**src/dsc_pkg.sv**
```systemverilog
package dsc_pkg;

  ////////////////////////////////////////////////////////////////////////////
  // Timing
  localparam int CLK_NS      = 8;
  localparam int MS_NS       = 1000000;
  localparam int MS_CYC      = (MS_NS + CLK_NS - 1) / CLK_NS;
  localparam int KEY_HOLD_MS = 2000;
  localparam int CTL_MIN_MS  = 500;
  localparam int CTL_MAX_MS  = 4000;
  localparam int CTL_RST_MS  = 5000;
  localparam int BLINK_MS    = 500;
  localparam int DS_MS       = 100;
  localparam logic [13:0] MS_SAT = 14'h3fff;

  ////////////////////////////////////////////////////////////////////////////
  // Register map, byte addresses
  localparam logic [4:0] A_CTRL  = 5'h00;
  localparam logic [4:0] A_QTY   = 5'h04;
  localparam logic [4:0] A_UNIT  = 5'h08;
  localparam logic [4:0] A_CORR  = 5'h0c;
  localparam logic [4:0] A_TMO   = 5'h10;
  localparam logic [4:0] A_COUNT = 5'h14;
  localparam logic [4:0] A_STAT  = 5'h18;

  // Control bits
  localparam int CTRL_DOS  = 0;
  localparam int CTRL_O1EN = 1;
  localparam int CTRL_O1LV = 2;
  localparam int CTRL_O2EN = 3;
  localparam int CTRL_O2LV = 4;
  localparam logic [4:0] CTRL_RST = 5'h00;

  // Settings, quantity and correction in tenths of a unit
  localparam logic [16:0] QTY_MAX = 17'h1869f;
  localparam logic [16:0] QTY_RST = 17'h00064;
  localparam logic [18:0] CORR_RST = 19'h00000;
  localparam logic [6:0] TMO_MIN = 7'h05;
  localparam logic [6:0] TMO_MAX = 7'h64;
  localparam logic [6:0] TMO_RST = 7'h0a;

  // Status flag positions
  localparam int F_EMPTY = 0;
  localparam int F_TEMP  = 1;
  localparam int F_SAT   = 2;
  localparam int F_HW    = 3;
  localparam int F_SIM   = 4;
  localparam int F_TMO   = 5;
  localparam int F_WARN  = 6;
  localparam int N_FLAG  = 7;

  typedef enum logic [2:0] {
    U_ML = 3'h0, U_L = 3'h1, U_M3 = 3'h2, U_GALUS = 3'h3,
    U_GALUK = 3'h4, U_BARREL = 3'h5, U_USER = 3'h6
  } dsc_unit_e;

  typedef enum logic [2:0] {
    ST_STOP = 3'h1, ST_RUN = 3'h2, ST_DONE = 3'h4
  } dsc_state_e;

endpackage

```
**src/dsc_meter_if.sv**
```systemverilog
`timescale 1ns/1ns
interface dsc_meter_if;
  logic done;
  logic inWin;
  logic isLong;
  modport meter(output done, output inWin, output isLong);
  modport user(input done, input inWin, input isLong);
endinterface

```
**src/dsc_hold_meter.sv**
```systemverilog
`timescale 1ns/1ns
module dsc_hold_meter #(
  parameter logic [13:0] LO_MS   = 14'h0000,
  parameter logic [13:0] HI_MS   = 14'h0000,
  parameter logic [13:0] LONG_MS = 14'h0000
) (
  // Clock
  input wire logic       clk,
  input wire logic       resetN,
  input wire logic       ce,
  // Level to time
  input wire logic       msTick,
  input wire logic       level,
  // Result on release
  dsc_meter_if.meter     m
);

  logic        prev_r;
  logic [13:0] cnt_r;

  always_ff @(posedge clk or negedge resetN) begin
    if (!resetN) begin
      prev_r <= 1'b0;
      cnt_r  <= 14'h0000;
    end else if (ce) begin
      prev_r <= level;
      if (level && !prev_r) begin
        cnt_r <= 14'h0000;
      end else if (level && msTick && cnt_r != dsc_pkg::MS_SAT) begin
        cnt_r <= cnt_r + 14'h0001;
      end
    end
  end

  // Classified only at release so a held press never fires early
  always_ff @(posedge clk or negedge resetN) begin
    if (!resetN) begin
      m.done   <= 1'b0;
      m.inWin  <= 1'b0;
      m.isLong <= 1'b0;
    end else if (ce) begin
      m.done   <= prev_r && !level;
      m.inWin  <= (cnt_r > LO_MS) && (cnt_r < HI_MS);
      m.isLong <= cnt_r > LONG_MS;
    end
  end

endmodule

```
**src/dsc_status_mem.sv**
```systemverilog
`timescale 1ns/1ns
module dsc_status_mem #(
  parameter int N = 7
) (
  // Clock
  input wire logic         clk,
  input wire logic         resetN,
  input wire logic         ce,
  // Sources and acknowledge
  input wire logic [N-1:0] setIn,
  input wire logic         clr,
  // Latched flags
  output logic [N-1:0]     flags
);

  // Set wins over clear, so a source still present is caught again
  always_ff @(posedge clk or negedge resetN) begin
    if (!resetN) begin
      flags <= '0;
    end else if (ce) begin
      flags <= (flags & ~{N{clr}}) | setIn;
    end
  end

endmodule

```
**src/dsc_dosing_ctrl.sv**
```systemverilog
// What this block does
// - Pending messages make the status indicator alternate orange and red.
// - First status press opens the list; second acknowledges, clears, closes.
// - Errors still present after acknowledge are latched again and flash.
// - Status memory keeps seven separate flags: five sources, time-out and warning.
// - Dosing on: drive line is push-pull dosing output, control line input.
// - Dosing off: both lines off, then freely configurable.
// - Dosing softkeys act only after two seconds held and released.
// - Control pulse 0.5-4 s starts or stops; over 5 s resets when stopped.
// - Start drives output high and counts down while flow is present.
// - Stop interrupts dosing and keeps the count for resuming.
// - Softkey and control line can both stop.
// - Reset, only when finished or stopped, reloads the quantity.
// - Quantity has one decimal and is limited to 9999.9.
// - Unit selector has seven settings.
// - Count starts at quantity and halts at minus the correction.
// - Quantity plus correction not above zero warns and forces correction.
// - Zero flow during a run for the timeout raises time-out status.
// - Timeout adjustable from 0.5 to 10 seconds.
//
// The register offsets and the Avalon-MM interface to the registers were chosen for this implementation.
`timescale 1ns/1ns
module dsc_dosing_ctrl #(
  parameter int MS_CYC = dsc_pkg::MS_CYC
) (
  // Clock and reset
  input wire logic        ref_clk,
  input wire logic        reset_n,
  input wire logic        clkEn,
  // Avalon-MM slave
  input wire logic [4:0]  avs_address,
  input wire logic        avs_read,
  input wire logic        avs_write,
  input wire logic [31:0] avs_writedata,
  input wire logic [3:0]  avs_byteenable,
  output logic [31:0]     avs_readdata,
  output logic            avs_waitrequest,
  // Softkeys
  input wire logic        startKey,
  input wire logic        stopKey,
  input wire logic        resetKey,
  input wire logic        statusKey,
  // Flow
  input wire logic        flowTick,
  input wire logic        flowNonZero,
  // Error sources
  input wire logic        errEmptyPipe,
  input wire logic        errTempCircuit,
  input wire logic        errFlowSat,
  input wire logic        errHardware,
  input wire logic        simActive,
  // Output lines
  input wire logic        remoteControlLineIn,
  output logic            remoteControlLineOut,
  output logic            remoteControlLineOe,
  output logic            dosingDriveLineOut,
  output logic            dosingDriveLineOe,
  // Indicator
  output logic            statusLit,
  output logic            statusRed,
  output logic            listOpen
);

  ////////////////////////////////////////////////////////////////////////////
  // Pin synchronisers

  logic [11:0] pinS1_r;
  logic [11:0] pinS2_r;

  always_ff @(posedge ref_clk or negedge reset_n) begin
    if (!reset_n) begin
      pinS1_r <= 12'h000;
      pinS2_r <= 12'h000;
    end else if (clkEn) begin
      pinS1_r <= {startKey, stopKey, resetKey, statusKey,
                  remoteControlLineIn, flowTick, flowNonZero,
                  simActive, errHardware, errFlowSat,
                  errTempCircuit, errEmptyPipe};
      pinS2_r <= pinS1_r;
    end
  end

  logic       sStart;
  logic       sStop;
  logic       sReset;
  logic       sStat;
  logic       sLine;
  logic       sTick;
  logic       sFlow;
  logic [4:0] sErr;

  assign sStart = pinS2_r[11];
  assign sStop  = pinS2_r[10];
  assign sReset = pinS2_r[9];
  assign sStat  = pinS2_r[8];
  assign sLine  = pinS2_r[7];
  assign sTick  = pinS2_r[6];
  assign sFlow  = pinS2_r[5];
  assign sErr   = pinS2_r[4:0];

  ////////////////////////////////////////////////////////////////////////////
  // Millisecond tick and edges

  logic [16:0] divCnt_r;
  logic        msTick_r;
  logic        tickPrev_r;
  logic        statPrev_r;

  always_ff @(posedge ref_clk or negedge reset_n) begin
    if (!reset_n) begin
      divCnt_r <= 17'h00000;
      msTick_r <= 1'b0;
    end else if (clkEn) begin
      msTick_r <= divCnt_r == 17'(MS_CYC - 1);
      divCnt_r <= (divCnt_r == 17'(MS_CYC - 1)) ? 17'h00000
                                                : divCnt_r + 17'h00001;
    end
  end

  always_ff @(posedge ref_clk or negedge reset_n) begin
    if (!reset_n) begin
      tickPrev_r <= 1'b0;
      statPrev_r <= 1'b0;
    end else if (clkEn) begin
      tickPrev_r <= sTick;
      statPrev_r <= sStat;
    end
  end

  logic flowEdge;
  assign flowEdge = sTick && !tickPrev_r;

  ////////////////////////////////////////////////////////////////////////////
  // Press and pulse timing

  dsc_meter_if mStart ();
  dsc_meter_if mStop ();
  dsc_meter_if mReset ();
  dsc_meter_if mStat ();
  dsc_meter_if mLine ();

  localparam logic [13:0] KEY_LONG = 14'(dsc_pkg::KEY_HOLD_MS - 1);

  dsc_hold_meter #(.LONG_MS(KEY_LONG)) uStartKey (
    .clk(ref_clk), .resetN(reset_n), .ce(clkEn),
    .msTick(msTick_r), .level(sStart), .m(mStart)
  );
  dsc_hold_meter #(.LONG_MS(KEY_LONG)) uStopKey (
    .clk(ref_clk), .resetN(reset_n), .ce(clkEn),
    .msTick(msTick_r), .level(sStop), .m(mStop)
  );
  dsc_hold_meter #(.LONG_MS(KEY_LONG)) uResetKey (
    .clk(ref_clk), .resetN(reset_n), .ce(clkEn),
    .msTick(msTick_r), .level(sReset), .m(mReset)
  );
  dsc_hold_meter #(.LONG_MS(KEY_LONG)) uStatKey (
    .clk(ref_clk), .resetN(reset_n), .ce(clkEn),
    .msTick(msTick_r), .level(sStat), .m(mStat)
  );
  dsc_hold_meter #(
    .LO_MS(14'(dsc_pkg::CTL_MIN_MS)),
    .HI_MS(14'(dsc_pkg::CTL_MAX_MS)),
    .LONG_MS(14'(dsc_pkg::CTL_RST_MS))
  ) uLine (
    .clk(ref_clk), .resetN(reset_n), .ce(clkEn),
    .msTick(msTick_r), .level(sLine), .m(mLine)
  );

  ////////////////////////////////////////////////////////////////////////////
  // Commands

  logic [4:0]          ctrl_r;
  dsc_pkg::dsc_state_e state_r;
  logic                dosEn;
  logic                keyStart;
  logic                keyStop;
  logic                keyReset;
  logic                lineMid;
  logic                lineLong;
  logic                doStart;
  logic                doStop;
  logic                doReset;

  assign dosEn    = ctrl_r[dsc_pkg::CTRL_DOS];
  assign keyStart = mStart.done && mStart.isLong;
  assign keyStop  = mStop.done && mStop.isLong;
  assign keyReset = mReset.done && mReset.isLong;
  assign lineMid  = dosEn && mLine.done && mLine.inWin;
  assign lineLong = dosEn && mLine.done && mLine.isLong;

  assign doStart = dosEn && state_r == dsc_pkg::ST_STOP && (keyStart || lineMid);
  assign doStop  = dosEn && state_r == dsc_pkg::ST_RUN && (keyStop || lineMid);
  // Long pulse while running falls through: no branch takes it
  assign doReset = dosEn && state_r != dsc_pkg::ST_RUN && (keyReset || lineLong);

  ////////////////////////////////////////////////////////////////////////////
  // Dosing counter and run state

  logic [16:0]        qty_r;
  logic [18:0]        corr_r;
  logic signed [19:0] count_r;
  logic signed [19:0] endVal;
  logic               atEnd;
  logic               nextEnd;

  assign endVal  = -$signed({corr_r[18], corr_r});
  assign atEnd   = count_r <= endVal;
  assign nextEnd = (count_r - 20'sd1) <= endVal;

  always_ff @(posedge ref_clk or negedge reset_n) begin
    if (!reset_n) begin
      state_r <= dsc_pkg::ST_STOP;
    end else if (clkEn) begin
      if (!dosEn) begin
        state_r <= dsc_pkg::ST_STOP;
      end else begin
        case (state_r)
          dsc_pkg::ST_STOP: begin
            if (doStart) begin
              state_r <= atEnd ? dsc_pkg::ST_DONE : dsc_pkg::ST_RUN;
            end
          end
          dsc_pkg::ST_RUN: begin
            if (doStop) begin
              state_r <= dsc_pkg::ST_STOP;
            end else if (flowEdge && nextEnd) begin
              state_r <= dsc_pkg::ST_DONE;
            end
          end
          dsc_pkg::ST_DONE: begin
            if (doReset) begin
              state_r <= dsc_pkg::ST_STOP;
            end
          end
          default: state_r <= dsc_pkg::ST_STOP;
        endcase
      end
    end
  end

  always_ff @(posedge ref_clk or negedge reset_n) begin
    if (!reset_n) begin
      count_r <= 20'(dsc_pkg::QTY_RST);
    end else if (clkEn) begin
      if (doReset) begin
        count_r <= $signed({3'h0, qty_r});
      end else if (state_r == dsc_pkg::ST_RUN && flowEdge && !doStop) begin
        count_r <= count_r - 20'sd1;
      end
    end
  end

  ////////////////////////////////////////////////////////////////////////////
  // Flow timeout

  logic [13:0] tmoCnt_r;
  logic [6:0]  tmo_r;
  logic        tmoHit;

  always_ff @(posedge ref_clk or negedge reset_n) begin
    if (!reset_n) begin
      tmoCnt_r <= 14'h0000;
    end else if (clkEn) begin
      if (state_r != dsc_pkg::ST_RUN || sFlow) begin
        tmoCnt_r <= 14'h0000;
      end else if (msTick_r && tmoCnt_r != dsc_pkg::MS_SAT) begin
        tmoCnt_r <= tmoCnt_r + 14'h0001;
      end
    end
  end

  assign tmoHit = state_r == dsc_pkg::ST_RUN && !sFlow &&
                  tmoCnt_r >= 14'(tmo_r) * 14'(dsc_pkg::DS_MS);

  ////////////////////////////////////////////////////////////////////////////
  // Status memory and indicator

  logic                       statPress;
  logic                       ack;
  logic                       warnSet;
  logic [dsc_pkg::N_FLAG-1:0] flags;
  logic [8:0]                 blinkCnt_r;

  // Outside dosing mode the status key acts on its plain press
  assign statPress = dosEn ? (mStat.done && mStat.isLong) : (sStat && !statPrev_r);
  assign ack       = statPress && listOpen;

  dsc_status_mem #(.N(dsc_pkg::N_FLAG)) uStatus (
    .clk(ref_clk),
    .resetN(reset_n),
    .ce(clkEn),
    .setIn({warnSet, tmoHit, sErr}),
    .clr(ack),
    .flags(flags)
  );

  always_ff @(posedge ref_clk or negedge reset_n) begin
    if (!reset_n) begin
      listOpen <= 1'b0;
    end else if (clkEn && statPress) begin
      listOpen <= !listOpen;
    end
  end

  always_ff @(posedge ref_clk or negedge reset_n) begin
    if (!reset_n) begin
      blinkCnt_r <= 9'h000;
      statusLit  <= 1'b0;
      statusRed  <= 1'b0;
    end else if (clkEn) begin
      statusLit <= |flags;
      if (!(|flags)) begin
        blinkCnt_r <= 9'h000;
        statusRed  <= 1'b0;
      end else if (msTick_r) begin
        if (blinkCnt_r == 9'(dsc_pkg::BLINK_MS - 1)) begin
          blinkCnt_r <= 9'h000;
          statusRed  <= !statusRed;
        end else begin
          blinkCnt_r <= blinkCnt_r + 9'h001;
        end
      end
    end
  end

  ////////////////////////////////////////////////////////////////////////////
  // Output lines

  always_ff @(posedge ref_clk or negedge reset_n) begin
    if (!reset_n) begin
      dosingDriveLineOut   <= 1'b0;
      dosingDriveLineOe    <= 1'b0;
      remoteControlLineOut <= 1'b0;
      remoteControlLineOe  <= 1'b0;
    end else if (clkEn) begin
      if (dosEn) begin
        dosingDriveLineOut   <= state_r == dsc_pkg::ST_RUN;
        dosingDriveLineOe    <= 1'b1;
        remoteControlLineOut <= 1'b0;
        remoteControlLineOe  <= 1'b0;
      end else begin
        dosingDriveLineOut   <= ctrl_r[dsc_pkg::CTRL_O2LV];
        dosingDriveLineOe    <= ctrl_r[dsc_pkg::CTRL_O2EN];
        remoteControlLineOut <= ctrl_r[dsc_pkg::CTRL_O1LV];
        remoteControlLineOe  <= ctrl_r[dsc_pkg::CTRL_O1EN];
      end
    end
  end

  ////////////////////////////////////////////////////////////////////////////
  // Register bus, one wait cycle per access

  logic        req;
  logic        take;
  logic [31:0] wMerge;
  logic [31:0] oldVal;
  logic [31:0] rdMux;
  logic [2:0]  unit_r;
  logic        wrQty;
  logic        wrCorr;
  logic [16:0] qtyCand;
  logic [18:0] corrCand;
  logic signed [19:0] sum;
  logic signed [19:0] fixCorr;
  logic        sumBad;

  assign req  = avs_read || avs_write;
  assign take = req && !avs_waitrequest;

  always_comb begin
    oldVal = 32'h00000000;
    rdMux  = 32'h00000000;
    case (avs_address)
      dsc_pkg::A_CTRL:  rdMux = {27'h0, ctrl_r};
      dsc_pkg::A_QTY:   rdMux = {15'h0, qty_r};
      dsc_pkg::A_UNIT:  rdMux = {29'h0, unit_r};
      dsc_pkg::A_CORR:  rdMux = {{13{corr_r[18]}}, corr_r};
      dsc_pkg::A_TMO:   rdMux = {25'h0, tmo_r};
      dsc_pkg::A_COUNT: rdMux = {{12{count_r[19]}}, count_r};
      dsc_pkg::A_STAT:  rdMux = {16'h0, 1'b0, flags, 3'h0, listOpen,
                                 dosingDriveLineOut, state_r};
      default:          rdMux = 32'h00000000;
    endcase
    oldVal = rdMux;
  end

  always_comb begin
    for (int b = 0; b < 4; b++) begin
      wMerge[8*b +: 8] = avs_byteenable[b] ? avs_writedata[8*b +: 8]
                                           : oldVal[8*b +: 8];
    end
  end

  assign wrQty    = take && avs_write && avs_address == dsc_pkg::A_QTY;
  assign wrCorr   = take && avs_write && avs_address == dsc_pkg::A_CORR;
  assign qtyCand  = !wrQty ? qty_r :
                    (wMerge > 32'(dsc_pkg::QTY_MAX)) ? dsc_pkg::QTY_MAX
                                                     : wMerge[16:0];
  assign corrCand = wrCorr ? wMerge[18:0] : corr_r;
  assign sum      = $signed({3'h0, qtyCand}) + $signed({corrCand[18], corrCand});
  assign sumBad   = sum <= 20'sd0;
  assign fixCorr  = 20'sd1 - $signed({3'h0, qtyCand});
  assign warnSet  = (wrQty || wrCorr) && sumBad;

  always_ff @(posedge ref_clk or negedge reset_n) begin
    if (!reset_n) begin
      avs_waitrequest <= 1'b1;
      avs_readdata    <= 32'h00000000;
    end else if (clkEn) begin
      avs_waitrequest <= !(req && avs_waitrequest);
      if (req && avs_waitrequest) begin
        avs_readdata <= avs_read ? rdMux : 32'h00000000;
      end
    end
  end

  always_ff @(posedge ref_clk or negedge reset_n) begin
    if (!reset_n) begin
      ctrl_r <= dsc_pkg::CTRL_RST;
      unit_r <= dsc_pkg::U_L;
      tmo_r  <= dsc_pkg::TMO_RST;
      qty_r  <= dsc_pkg::QTY_RST;
      corr_r <= dsc_pkg::CORR_RST;
    end else if (clkEn) begin
      if (take && avs_write && avs_address == dsc_pkg::A_CTRL) begin
        ctrl_r <= wMerge[4:0];
      end
      if (take && avs_write && avs_address == dsc_pkg::A_UNIT &&
          wMerge <= 32'(dsc_pkg::U_USER)) begin
        unit_r <= wMerge[2:0];
      end
      if (take && avs_write && avs_address == dsc_pkg::A_TMO) begin
        tmo_r <= (wMerge < 32'(dsc_pkg::TMO_MIN)) ? dsc_pkg::TMO_MIN :
                 (wMerge > 32'(dsc_pkg::TMO_MAX)) ? dsc_pkg::TMO_MAX
                                                  : wMerge[6:0];
      end
      if (wrQty || wrCorr) begin
        qty_r  <= qtyCand;
        corr_r <= sumBad ? fixCorr[18:0] : corrCand;
      end
    end
  end

endmodule

```
**config.mk**
```make
export PLATFORM = sky130hd
export DESIGN_NAME = dsc_dosing_ctrl
export DESIGN_NICKNAME = d
export VERILOG_FILES = /design/src/dsc_pkg.sv /design/src/dsc_meter_if.sv /design/src/dsc_hold_meter.sv /design/src/dsc_status_mem.sv /design/src/dsc_dosing_ctrl.sv
export SDC_FILE = /design/constraint.sdc
export NUM_CORES = 1
export LEC_CHECK = 0
export BUFFER_PORTS_ARGS = -buffer_cell sky130_fd_sc_hd__buf_2
export CAP_MARGIN = 20
export CORE_MARGIN = 1.5
export CORE_UTILIZATION = 51
export CTS_BUF_LIST = sky130_fd_sc_hd__clkbuf_16
export CTS_CLUSTER_DIAMETER = 100
export DETAILED_ROUTE_END_ITERATION = 8
export GPL_TIMING_DRIVEN = 0
export PLACE_DENSITY = 0.76
export SLEW_MARGIN = 20
export SYNTH_ARGS = -nofsm -noshare
export SYNTH_HDL_FRONTEND = slang
export SYNTH_SLANG_ARGS = --single-unit
```
**constraint.sdc**
```tcl
create_clock -name ref_clk -period 14.95 [get_ports ref_clk]
set_input_delay 2.99 -clock ref_clk [delete_from_list [all_inputs] [get_ports ref_clk]]
set_output_delay 2.99 -clock ref_clk [all_outputs]
set_load 0.01 [all_outputs]
```
Yosys cells after proc, flatten, opt, wreduce, memory -nomap -nowiden
Index checks and enable logic that the tools add are counted.
{ "totals": {"out_inout_bits": 40, "word_cells": 244, "inputBits": 58, "ff_bits": 273} }
{ "op_classes": {"mux": 45, "n_mul": 1, "addsub": 12, "eq_ne": 23, "n_reduce_logical": 100, "magnitude_cmp": 15, "n_bitwise": 3} }
{ "ops": {"columns": ["operator", "n"], "rows": [
  ["32-bit one-hot mux with 7 select lines", 1],
  ["14-bit 2-to-1 mux", 12],
  ["14-bit by 1-bit adder with 14-bit output, second input constant", 6],
  ["14-bit inequality test, second input constant", 6],
  ["14-bit by 11-bit > comparator with 1-bit output, second input constant", 4],
  ["1-bit logical AND", 53],
  ["17-bit 2-to-1 mux", 3],
  ["20-bit <= comparator", 2],
  ["20-bit 2-to-1 mux", 2],
  ["19-bit 2-to-1 mux", 2],
  ["32-bit by 17-bit > comparator with 1-bit output, second input constant", 1],
  ["32-bit by 7-bit > comparator with 1-bit output, second input constant", 1],
  ["32-bit by 3-bit <= comparator with 1-bit output, second input constant", 1],
  ["32-bit by 3-bit less-than comparator with 1-bit output, second input constant", 1],
  ["32-bit 2-to-1 mux", 1],
  ["8-bit 2-to-1 mux", 4],
  ["9-bit 2-to-1 mux", 3],
  ["2-bit AND reduction", 13],
  ["18-bit by 19-bit adder with 20-bit output", 1],
  ["20-bit by 1-bit <= comparator with 1-bit output, second input constant", 1],
  ["19-bit negator with 20-bit output", 1],
  ["20-bit by 2-bit subtractor with 20-bit output, second input constant", 1],
  ["3-bit 2-to-1 mux", 6],
  ["1-bit by 17-bit subtractor with 18-bit output, first input constant", 1],
  ["other kinds (33)", 72]
]} }

Depth between registers and ports, before layout
Gate-level depths: netlist of run 1.
{ "logic_depth": {"ltp_word": 10, "depth_mapped": 27, "ltp_nobuf": 24} }

Hierarchy
A second synthesis of run 1 with hierarchy kept.
{ "hier_totals": {"cells_unflattened": 2161, "area_unflattened_um2": 19457.4} }
{ "by_module_without_submodules": {"columns": ["mod", "area_per_inst_um2", "instances", "seq_area_each_um2", "cells_each"], "rows": [
  ["dsc_dosing_ctrl", 13380.3, 1, 4242.8, 1539],
  ["dsc_hold_meter at uResetKey ...", 1144.8, 3, 425.4, 117],
  ["dsc_hold_meter at uLine", 1256.2, 1, 450.4, 138],
  ["dsc_hold_meter at uStopKey", 1127.3, 1, 425.4, 117],
  ["dsc_status_mem", 259.0, 1, 175.2, 16]
]} }

Least setup slack after synthesis of run 1
No wires, ideal clock.
{ "synth_path": {"path_kind": "input -> register", "from": "input port avs_address[3]", "to": "register corr_r[16]", "setup_ns": 0.137, "stages": 27, "setup_slack_ns": 5.695, "n_path_buf": 3, "required_ns": 14.813, "arrival_ns": 9.118, "cell_sequence": "buf_2 buf_1 mux2_2 a32oi_1 a21oi_1 nor3_2 o311ai_2 a21oi_1 nand2_1 o21ai_0 inv_1 ha_1 fa_1 a211o_1 a21oi_1 nand3b_1 o311ai_0 o32a_1 o31ai_4 a21oi_2 or3_1 a2111oi_2 o211ai_1 o41ai_4 buf_4 mux2i_1 a21oi_1"} }
{ "synth_via": {"elab_chain_cells": 9, "elab_cells_between_ends": 24, "classes_between": "2 x add/sub; 2 x order compare; 6 x eq/ne; 9 x mux; 5 x reduce/logical"} }
{ "synth_lines": {"columns": ["element", "line_no", "rtl"], "rows": [
  ["start, declared", "dsc_dosing_ctrl.sv:31", "input wire logic [4:0] avs_address,"],
  ["5-bit equality test (tied with other cells)", "dsc_dosing_ctrl.sv:373", "case (avs_address)"],
  ["32-bit one-hot mux with 7 select lines", "dsc_dosing_ctrl.sv:373", null],
  ["8-bit 2-to-1 mux", "dsc_dosing_ctrl.sv:389", "wMerge[8*b +: 8] = avs_byteenable[b] ? avs_writedata[8*b +: 8]"],
  ["32-bit by 17-bit > comparator with 1-bit output", "dsc_dosing_ctrl.sv:397", "(wMerge > 32'(dsc_pkg::QTY_MAX)) ? dsc_pkg::QTY_MAX"],
  ["17-bit 2-to-1 mux", "dsc_dosing_ctrl.sv:397", null],
  ["17-bit 2-to-1 mux (*)", "dsc_dosing_ctrl.sv:396", "assign qtyCand = !wrQty ? qty_r :"],
  ["named net qtyCand[0]", "dsc_dosing_ctrl.sv:361", "logic [16:0] qtyCand;"],
  ["18-bit by 19-bit adder with 20-bit output", "dsc_dosing_ctrl.sv:400", "assign sum = $signed({3'h0, qtyCand}) + $signed({corrCand[18], corrCand});"],
  ["20-bit by 1-bit <= comparator with 1-bit output", "dsc_dosing_ctrl.sv:401", "assign sumBad = sum <= 20'sd0;"],
  ["19-bit 2-to-1 mux (*)", "dsc_dosing_ctrl.sv:439", "corr_r <= sumBad ? fixCorr[18:0] : corrCand;"],
  ["end signal, assigned", "dsc_dosing_ctrl.sv:423", "corr_r <= dsc_pkg::CORR_RST;"],
  ["end signal, assigned", "dsc_dosing_ctrl.sv:439", null],
  ["end, declared", "dsc_dosing_ctrl.sv:200", "logic [18:0] corr_r;"]
]} }
The timed path passes the listed nets; every way through them passes the cells marked *.
A chain may end at the register's enable or synchronous reset.

Worst setup path after layout of run 1
{ "layout_path": {"from": "input port avs_address[4]", "to": "register corr_r[10]"} }
The elaborated chain is that of the path after synthesis.

==> run_results.csv, run 1 <==
group,metric,value,unit
sta,hold_ws,482,ps
route,avgRoutedWirePerCell,19.8,um
place,dp_cells,2514,
logic_synthesis,synth_area,17500,um^2
sta,worst_pin_slew,978,ps
sta,fin_crit_sh,0.719,
die,rows,67,
clock_network,cts_hold_buf,0,
sta,timing.slew.headroom,0.329,
logic_synthesis,synth-seq-area-share,0.373,
logic_synthesis,synth_top_cell_area_share,0.357,
die,dieArea,35500,um^2
clock_network,post_cts_buffers,0,
place,hpwl,38500,um
place,gp_congestion,0.956,
logic_synthesis,yosys.area.top_type,"dfrtp_1",
grt,grt_max_degree,82,
power_and_ir_drop,p_int,1360,uW
clock_network,cts_resized,0,
logic_synthesis,synth_cells,1969,
sta,maxSlewViolCount,0,
critical_path,critPathKind,"input port to flop",
clock_network,clock_insertion_delay_worst_skew,600,ps
critical_path,worstPathMaxFanout,10,
sta,fmax,93.0,MHz
sta,rsz0062_at_grt,"false",
logic_synthesis,synthDistinctLibCells,90,
layout,nFillCells,2925,
grt,antenna_found_initial,0,
grt,grt_pass1_wl,81500,um
sta,tns,0,ps
layout,nets,2265,
die,die_w,188,um
logic_synthesis,ys_seq_elements,261,
power_and_ir_drop,p_leak,0.00907,uW
logic_synthesis,syn_avg_cell_area,8.90,um^2
power_and_ir_drop,pwr-share-seq,0.422,
power_and_ir_drop,clockPowerShare,0.423,
hold_path,hp-class,"flop to flop",
die,top_level_ports,98,
clock_network,htree_levels,1,
route,num_vias,15700,
critical_path,worstPathRequired,15370,ps
layout,area.growth.synth_to_final,12.6,%
route,drc,0,
logic_synthesis,synth_edf_count,0,
clock_network,cts_inserted_buffers,30,
logic_synthesis,synth_nets,2136,
critical_path,crit_arrival,11170,ps
power_and_ir_drop,p_comb_frac,0.155,
logic_synthesis,synthFlopType,"dfrtp_1",
logic_synthesis,async_flop_share,1.00,
layout,diodes,0,
sta,fin_crit,10750,ps
clock_network,clkSinkCount,261,
die,initial_core_util,0.520,
logic_synthesis,netlist_top_cells_area,"dfrtp_1 (36%), ha_1 (7.6%), nand2_1 (4.6%)",
die,core,33700,um^2
run,maxCapViolCount,0,
clock_network,clkTransAtPathRegs,70,ps
logic_synthesis,yosys_warnings,0,
run_status,status,"finished, final reports clean",
clock_network,cts_max_path_buffers,3,
clock_network,root_buffer,"clkbuf_16",
die,die_h,188,um
power_and_ir_drop,p_per_area,96.9,nW/um^2
route,firstDrtPassIters,8,
power_and_ir_drop,power.switching,549,uW
critical_path,start_kind,"input port",
place,port_buffers,94,
critical_path,worst_setup_path_end_kind,"flop",
layout,utilization,0.586,
route,drt_iter0_markers,1539,
clock_network,cts_tree,"built",
route,vias_per_cell,6.10,
sta,final_hold_viol_count,0,
grt,gr-total-overflow,0,
layout,final_cells,2570,
layout,drive_above_1_share,0.123,
grt,grt_pass1_vias,15300,
power_and_ir_drop,p_sw_frac,0.287,
grt,track_usage,0.286,
sta,finClkSkew,44.0,ps
power_and_ir_drop,vdd_drop_max,0.103,mV
route,routed_wl,50900,um
route,detail-route-antenna-nets,0,
sta,setup_violations,0,
-- layout by cell type (no fill, tap or decap), types with 14 or more instances in the layout --
cell / n
o22ai_1: 15
o21a_1: 17
nand3_1: 67
dfrtp_1: 250
mux2_2: 45
o21ai_0: 112
and3_1: 27
a22o_1: 31
xnor2_1: 70
a21o_1: 30
buf_2: 99
nor4_1: 23
nand2b_1: 22
o211ai_1: 14
xor2_1: 69
clkbuf_1: 56
inv_1: 85
nand3b_1: 16
ha_1: 106
o31ai_1: 14
nor2_1: 177
nor2b_1: 28
mux2i_1: 35
a21oi_1: 102
clkbuf_16: 30
nor3_1: 50
or3_1: 33
nand2_1: 213
nand4_1: 29
-- power by group through the flow --
stage | clock [uW] | sequential [uW] | combinational [uW]
floorplan | 0 | 800 | 194
global placement | 0 | 816 | 276
detailed placement | 0 | 817 | 289
CTS | 818 | 805 | 293
global route | 848 | 812 | 328
finish | 809 | 808 | 296
-- critical path, stage by stage --
cell       delay [ps]
buf_2             140
buf_2             250
mux2_1            360
a32o_1            250
o21ai_1           580
nor2b_1           500
o311ai_2          290
a21oi_1           800
nand2_1            80
o21ai_0           150
inv_1              90
ha_1              250
fa_1              430
a211o_1           330
a21oi_1           340
nand3b_1          170
o311ai_0          290
o32a_1            430
o31ai_4            90
a21oi_2           100
or3_1             340
a2111oi_2         400
o211ai_1          260
o41ai_4           590
buf_4             310
mux2i_1           230
a21oi_1            90
-- layout make-up --
cell class	count	area (um^2)	area share
Clock inverter	26	342	0.0173
Buffer	87	390	0.0198
Tap cell	448	561	0.0284
Multi-Input combinational cell	1539	10300	0.521
Timing Repair Buffer	97	563	0.0285
Inverter	82	308	0.0156
Clock buffer	30	751	0.0380
Sequential cell	261	6550	0.331
-- logic make-up (layout without fill, tap and decap cells) --
kind of cell | Yosys count | count (layout) | share of synthesized area
and+or+nand+nor | 750 | 750 | 0.211
buffers and inverters | 169 | 322 | 0.0398
muxes | 84 | 84 | 0.0534
xor gates and xnor gates | 139 | 139 | 0.0695
adders and majority gates | 109 | 109 | 0.0791
DFF | 261 | 261 | 0.373
AOI/OAI and AO/OA | 457 | 457 | 0.174
-- metrics by stage --
step | power [uW] | area [um^2] | setup WS (ps)
6_report | 1910 | 19700 | 4200
2_1_floorplan | 994 | 17500 | 5700
5_1_grt | 1990 | 19700 | 3960
3_3_place_gp | 1090 | 18600 | 4060
3_5_place_dp | 1110 | 18700 | 3980
4_1_cts | 1920 | 19700 | 4490
-- final timing paths --
check	startpoint	endpoint	slack (ps)	depth (start not counted)
min in group asynchronous	reset_n	uStopKey.cnt_r[3]	2260	1
hold reg to reg	unit_r[0]	unit_r[0]	480	2
setup / recovery	avs_address[4]	corr_r[10]	4200	27
max in group asynchronous	reset_n	count_r[5]	11160	4
hold / removal	unit_r[0]	unit_r[0]	480	2
setup reg to reg	count_r[5]	corr_r[10]	6660	25
-- sequential cells by signal (all words and copies together), names as in the netlist, 5 cells and up --
signal,flops
divCnt_r,17
qty_r,17
uStartKey.cnt_r,14
uStatus.flags,7
avs_readdata,20
uStatKey.cnt_r,14
blinkCnt_r,9
tmo_r,7
count_r,20
uResetKey.cnt_r,14
uStopKey.cnt_r,14
ctrl_r,5
pinS2_r,12
pinS1_r,12
uLine.cnt_r,14
tmoCnt_r,14
corr_r,19
-- synth_stat cells (17+ instances only) --
cell type / instances
nand3_1: 67
nand4_1: 29
xor2_1: 69
nor3_1: 50
dfrtp_1: 250
nor2_1: 177
ha_1: 106
nor4_1: 23
and3_1: 27
nor2b_1: 28
o21a_1: 17
inv_1: 82
a21oi_1: 102
a21o_1: 30
clkbuf_1: 56
xnor2_1: 70
a22o_1: 31
nand2b_1: 22
or3_1: 33
mux2i_1: 35
o21ai_0: 112
mux2_2: 45
nand2_1: 213
-- per-layer routing --
layer | wire (um) | track usage | up-vias
li1 | - | - | 7315
met1 | 21800 | 0.396 | 7579
met2 | 22700 | 0.448 | 666
met3 | 4560 | 0.0512 | 116
met4 | 1910 | 0.110 | 0
met5 | 0 | 0 | -
No activity file was read; power rests on OpenSTA's default activity.
==> inputs of run 2 (changes only) <==
Settings changed: ABC_AREA from default to 1, PLACE_DENSITY 0.76 to 0.78.
Clock period 14.95 ns to 9.4 ns, I/O delays scaled along.
==> run_results.csv, run 2 <==
group,metric,value,unit
critical_path,worstPathRequired,9880,ps
sta,setup_slack,2100,ps
layout,final_area,19400,um^2
route,avgRoutedWirePerCell,16.4,um
logic_synthesis,synth_top_cell_area_share,0.361,
die,rows,67,
grt,grt_pass1_wl,79400,um
die,core,33500,um^2
route,vias_per_cell,5.57,
clock_network,htree_levels,1,
route,drc,0,
layout,nets,2653,
layout,drive_above_1_share,0.0948,
grt,antenna_found_initial,0,
clock_network,cts_hold_buf,0,
power_and_ir_drop,vdd_drop_max,0.168,mV
critical_path,cp_num_buf_inv,8,
hold_path,hp-start,"pinS1_r[11]",
hold_path,hold_depth,2,
route,drt_iter0_markers,1269,
route,routed_wl,48400,um
clock_network,cts_tree,"built",
logic_synthesis,synth_area,17300,um^2
logic_synthesis,ys_seq_elements,261,
layout,multi_input_area,9100,um^2
clock_network,clock_insertion_delay_worst_skew,600,ps
run,maxCapViolCount,0,
layout,area.growth.synth_to_final,12.2,%
place,port_buffers,96,
sta,finClkSkew,19.8,ps
logic_synthesis,syn_avg_cell_area,7.36,um^2
place,hpwl,37500,um
place,post_dp_cell_area,18400,um^2
sta,maxSlewViolCount,0,
clock_network,cts_max_path_buffers,3,
run_status,status,"finished, final reports clean",
grt,gr-total-overflow,0,
logic_synthesis,netlist_top_cells_area,"dfrtp_1 (36%), nand2_1 (11%), ha_1 (7.7%)",
clock_network,root_buffer,"clkbuf_16",
route,firstDrtPassIters,5,
layout,mostFrequentLayoutCell,"nand2_1",
grt,track_usage,0.277,
sta,final_hold_viol_count,0,
clock_network,clkTransAtPathRegs,60,ps
critical_path,worstPathMaxFanout,10,
critical_path,start_kind,"input port",
die,die_w,187,um
sta,fin_crit_sh,0.777,
power_and_ir_drop,p_leak,0.00966,uW
clock_network,cts_resized,0,
logic_synthesis,synth-seq-area-share,0.378,
sta,fmax,137,MHz
clock_network,post_cts_buffers,0,
layout,layout_common_cells,"nand2_1 (515), inv_1 (355), dfrtp_1 (250)",
power_and_ir_drop,total_power,3080,uW
layout,diodes,0,
route,detail-route-antenna-nets,0,
sta,timing.slew.headroom,0.323,
layout,largest_registers,"avs_readdata (20), count_r (20), corr_r (19)",
critical_path,reg2reg_slack,3550,ps
sta,setup_violations,0,
grt,grt_max_degree,100,
clock_network,clkSinkCount,261,
logic_synthesis,synth_cells,2355,
sta,worst_pin_slew,1000,ps
critical_path,slowest_delay,460,ps
critical_path,crit_arrival,7780,ps
hold_path,hold-path-endpoint,"pinS1_r[11]",
place,gp_congestion,0.977,
power_and_ir_drop,p_per_area,159,nW/um^2
critical_path,rr_worst_depth,28,
logic_synthesis,synth_edf_count,0,
logic_synthesis,yosys_warnings,0,
die,dieArea,35100,um^2
place,place_ws,1650,ps
route,num_vias,16500,
critical_path,critPathKind,"input port to flop",
sta,fin_crit,7300,ps
sta,rsz0062_at_grt,"false",
logic_synthesis,synth_common_cells,"nand2_1 (515), inv_1 (350), dfrtp_1 (250)",
layout,nFillCells,3126,
layout,final-seq-area,6550,um^2
die,initial_core_util,0.517,
sta,tns,0,ps
die,die_h,187,um
critical_path,worst_setup_path_end_kind,"flop",
logic_synthesis,synthFlopType,"dfrtp_1",
clock_network,cts_inserted_buffers,31,
logic_synthesis,synth_most_common_cell,"nand2_1",
critical_path,r2r_end,"corr_r[14]",
grt,grt_pass1_vias,15900,
logic_synthesis,synth_nets,2522,
logic_synthesis,yosys.area.top_type,"dfrtp_1",
die,top_level_ports,98,
critical_path,worstReg2RegStart,"ctrl_r[0]",
logic_synthesis,synthDistinctLibCells,58,
logic_synthesis,async_flop_share,1.00,
hold_path,hp-class,"flop to flop",
critical_path,cp_top_family,"simple AND/OR/NAND/NOR gates",
critical_path,slowest_stage,"a2111oi_0",
## run 2: changes by cell type after synthesis, sizes merged, moves of 25 or more
cell and change:
nand2 +311, mux2 -46, mux2i -35, o21ai +62
inv +277, nand3 +83, nor2b -28, a21o -28
nor2 +31, xnor2 -58, or3 -33, a22o -30
o22ai +25
## run 2: report_power, final
| part | internal [uW] | switching [uW] | total (uW) | leakage, uW |
|---|---|---|---|---|
| clock network | 687 | 513 | 1200 | 0.000508 |
| registers | 1220 | 84.7 | 1310 | 0.00334 |
| logic | 206 | 370 | 576 | 0.00581 |
## run 2: per-layer routing
layer / vias to the layer above / wire (um) / track usage
li1: 8056 / - / -
met1: 7773 / 20100 / 0.353
met2: 541 / 23200 / 0.480
met3: 112 / 3100 / 0.0362
met4: 0 / 1950 / 0.101
met5: - / 0 / 0
## run 2: kinds of logic (layout without fill, tap and decap cells)
kind of cell             count (synthesis)  after routing  share of synthesized area
AO/OA/AOI/OAI                          423            423                      0.138
AND/OR/NAND/NOR                       1068           1068                      0.272
adder cells (fa/ha/maj)                109            109                     0.0800
flip-flops                             261            261                      0.378
XOR/XNOR                                69             69                     0.0349
buffers and inverters                  425            580                     0.0975
## run 2: worst max-delay path by stage
stage	depth (start not counted)	to	from	slack (ps)
after floorplan	29	corr_r[15]	avs_address[1]	3040
after global placement	30	corr_r[15]	avs_address[0]	1560
after detailed placement	30	corr_r[14]	avs_address[3]	1650
after CTS	30	corr_r[14]	avs_address[3]	2250
after global routing	30	corr_r[16]	avs_address[3]	1460
final	30	corr_r[14]	avs_address[3]	2100
## run 2: cell type report
type,instances,share of cell area
Sequential cell,261,0.337
Multi-Input combinational cell,1669,0.468
Clock buffer,31,0.0399
Timing Repair Buffer,98,0.0280
Inverter,363,0.0703
Tap cell,448,0.0288
Buffer,62,0.0165
Clock inverter,26,0.0121
## run 2: tightest hold or removal path, delay by kind of cell (launching register included)
kind	cells	cell delay [ps]
and+or+nand+nor	2	100
DFF	1	340
## run 2: stage by stage
| step | instances | hold WS, ps | util |
|---|---|---|---|
| floorplan | 2355 | 442 | - |
| global placement | 2899 | 457 | 0.548 |
| detailed placement | 2901 | 459 | 0.550 |
| CTS | 2958 | 474 | 0.580 |
| global route | 2958 | 507 | 0.580 |
| finish | 2958 | 476 | 0.580 |
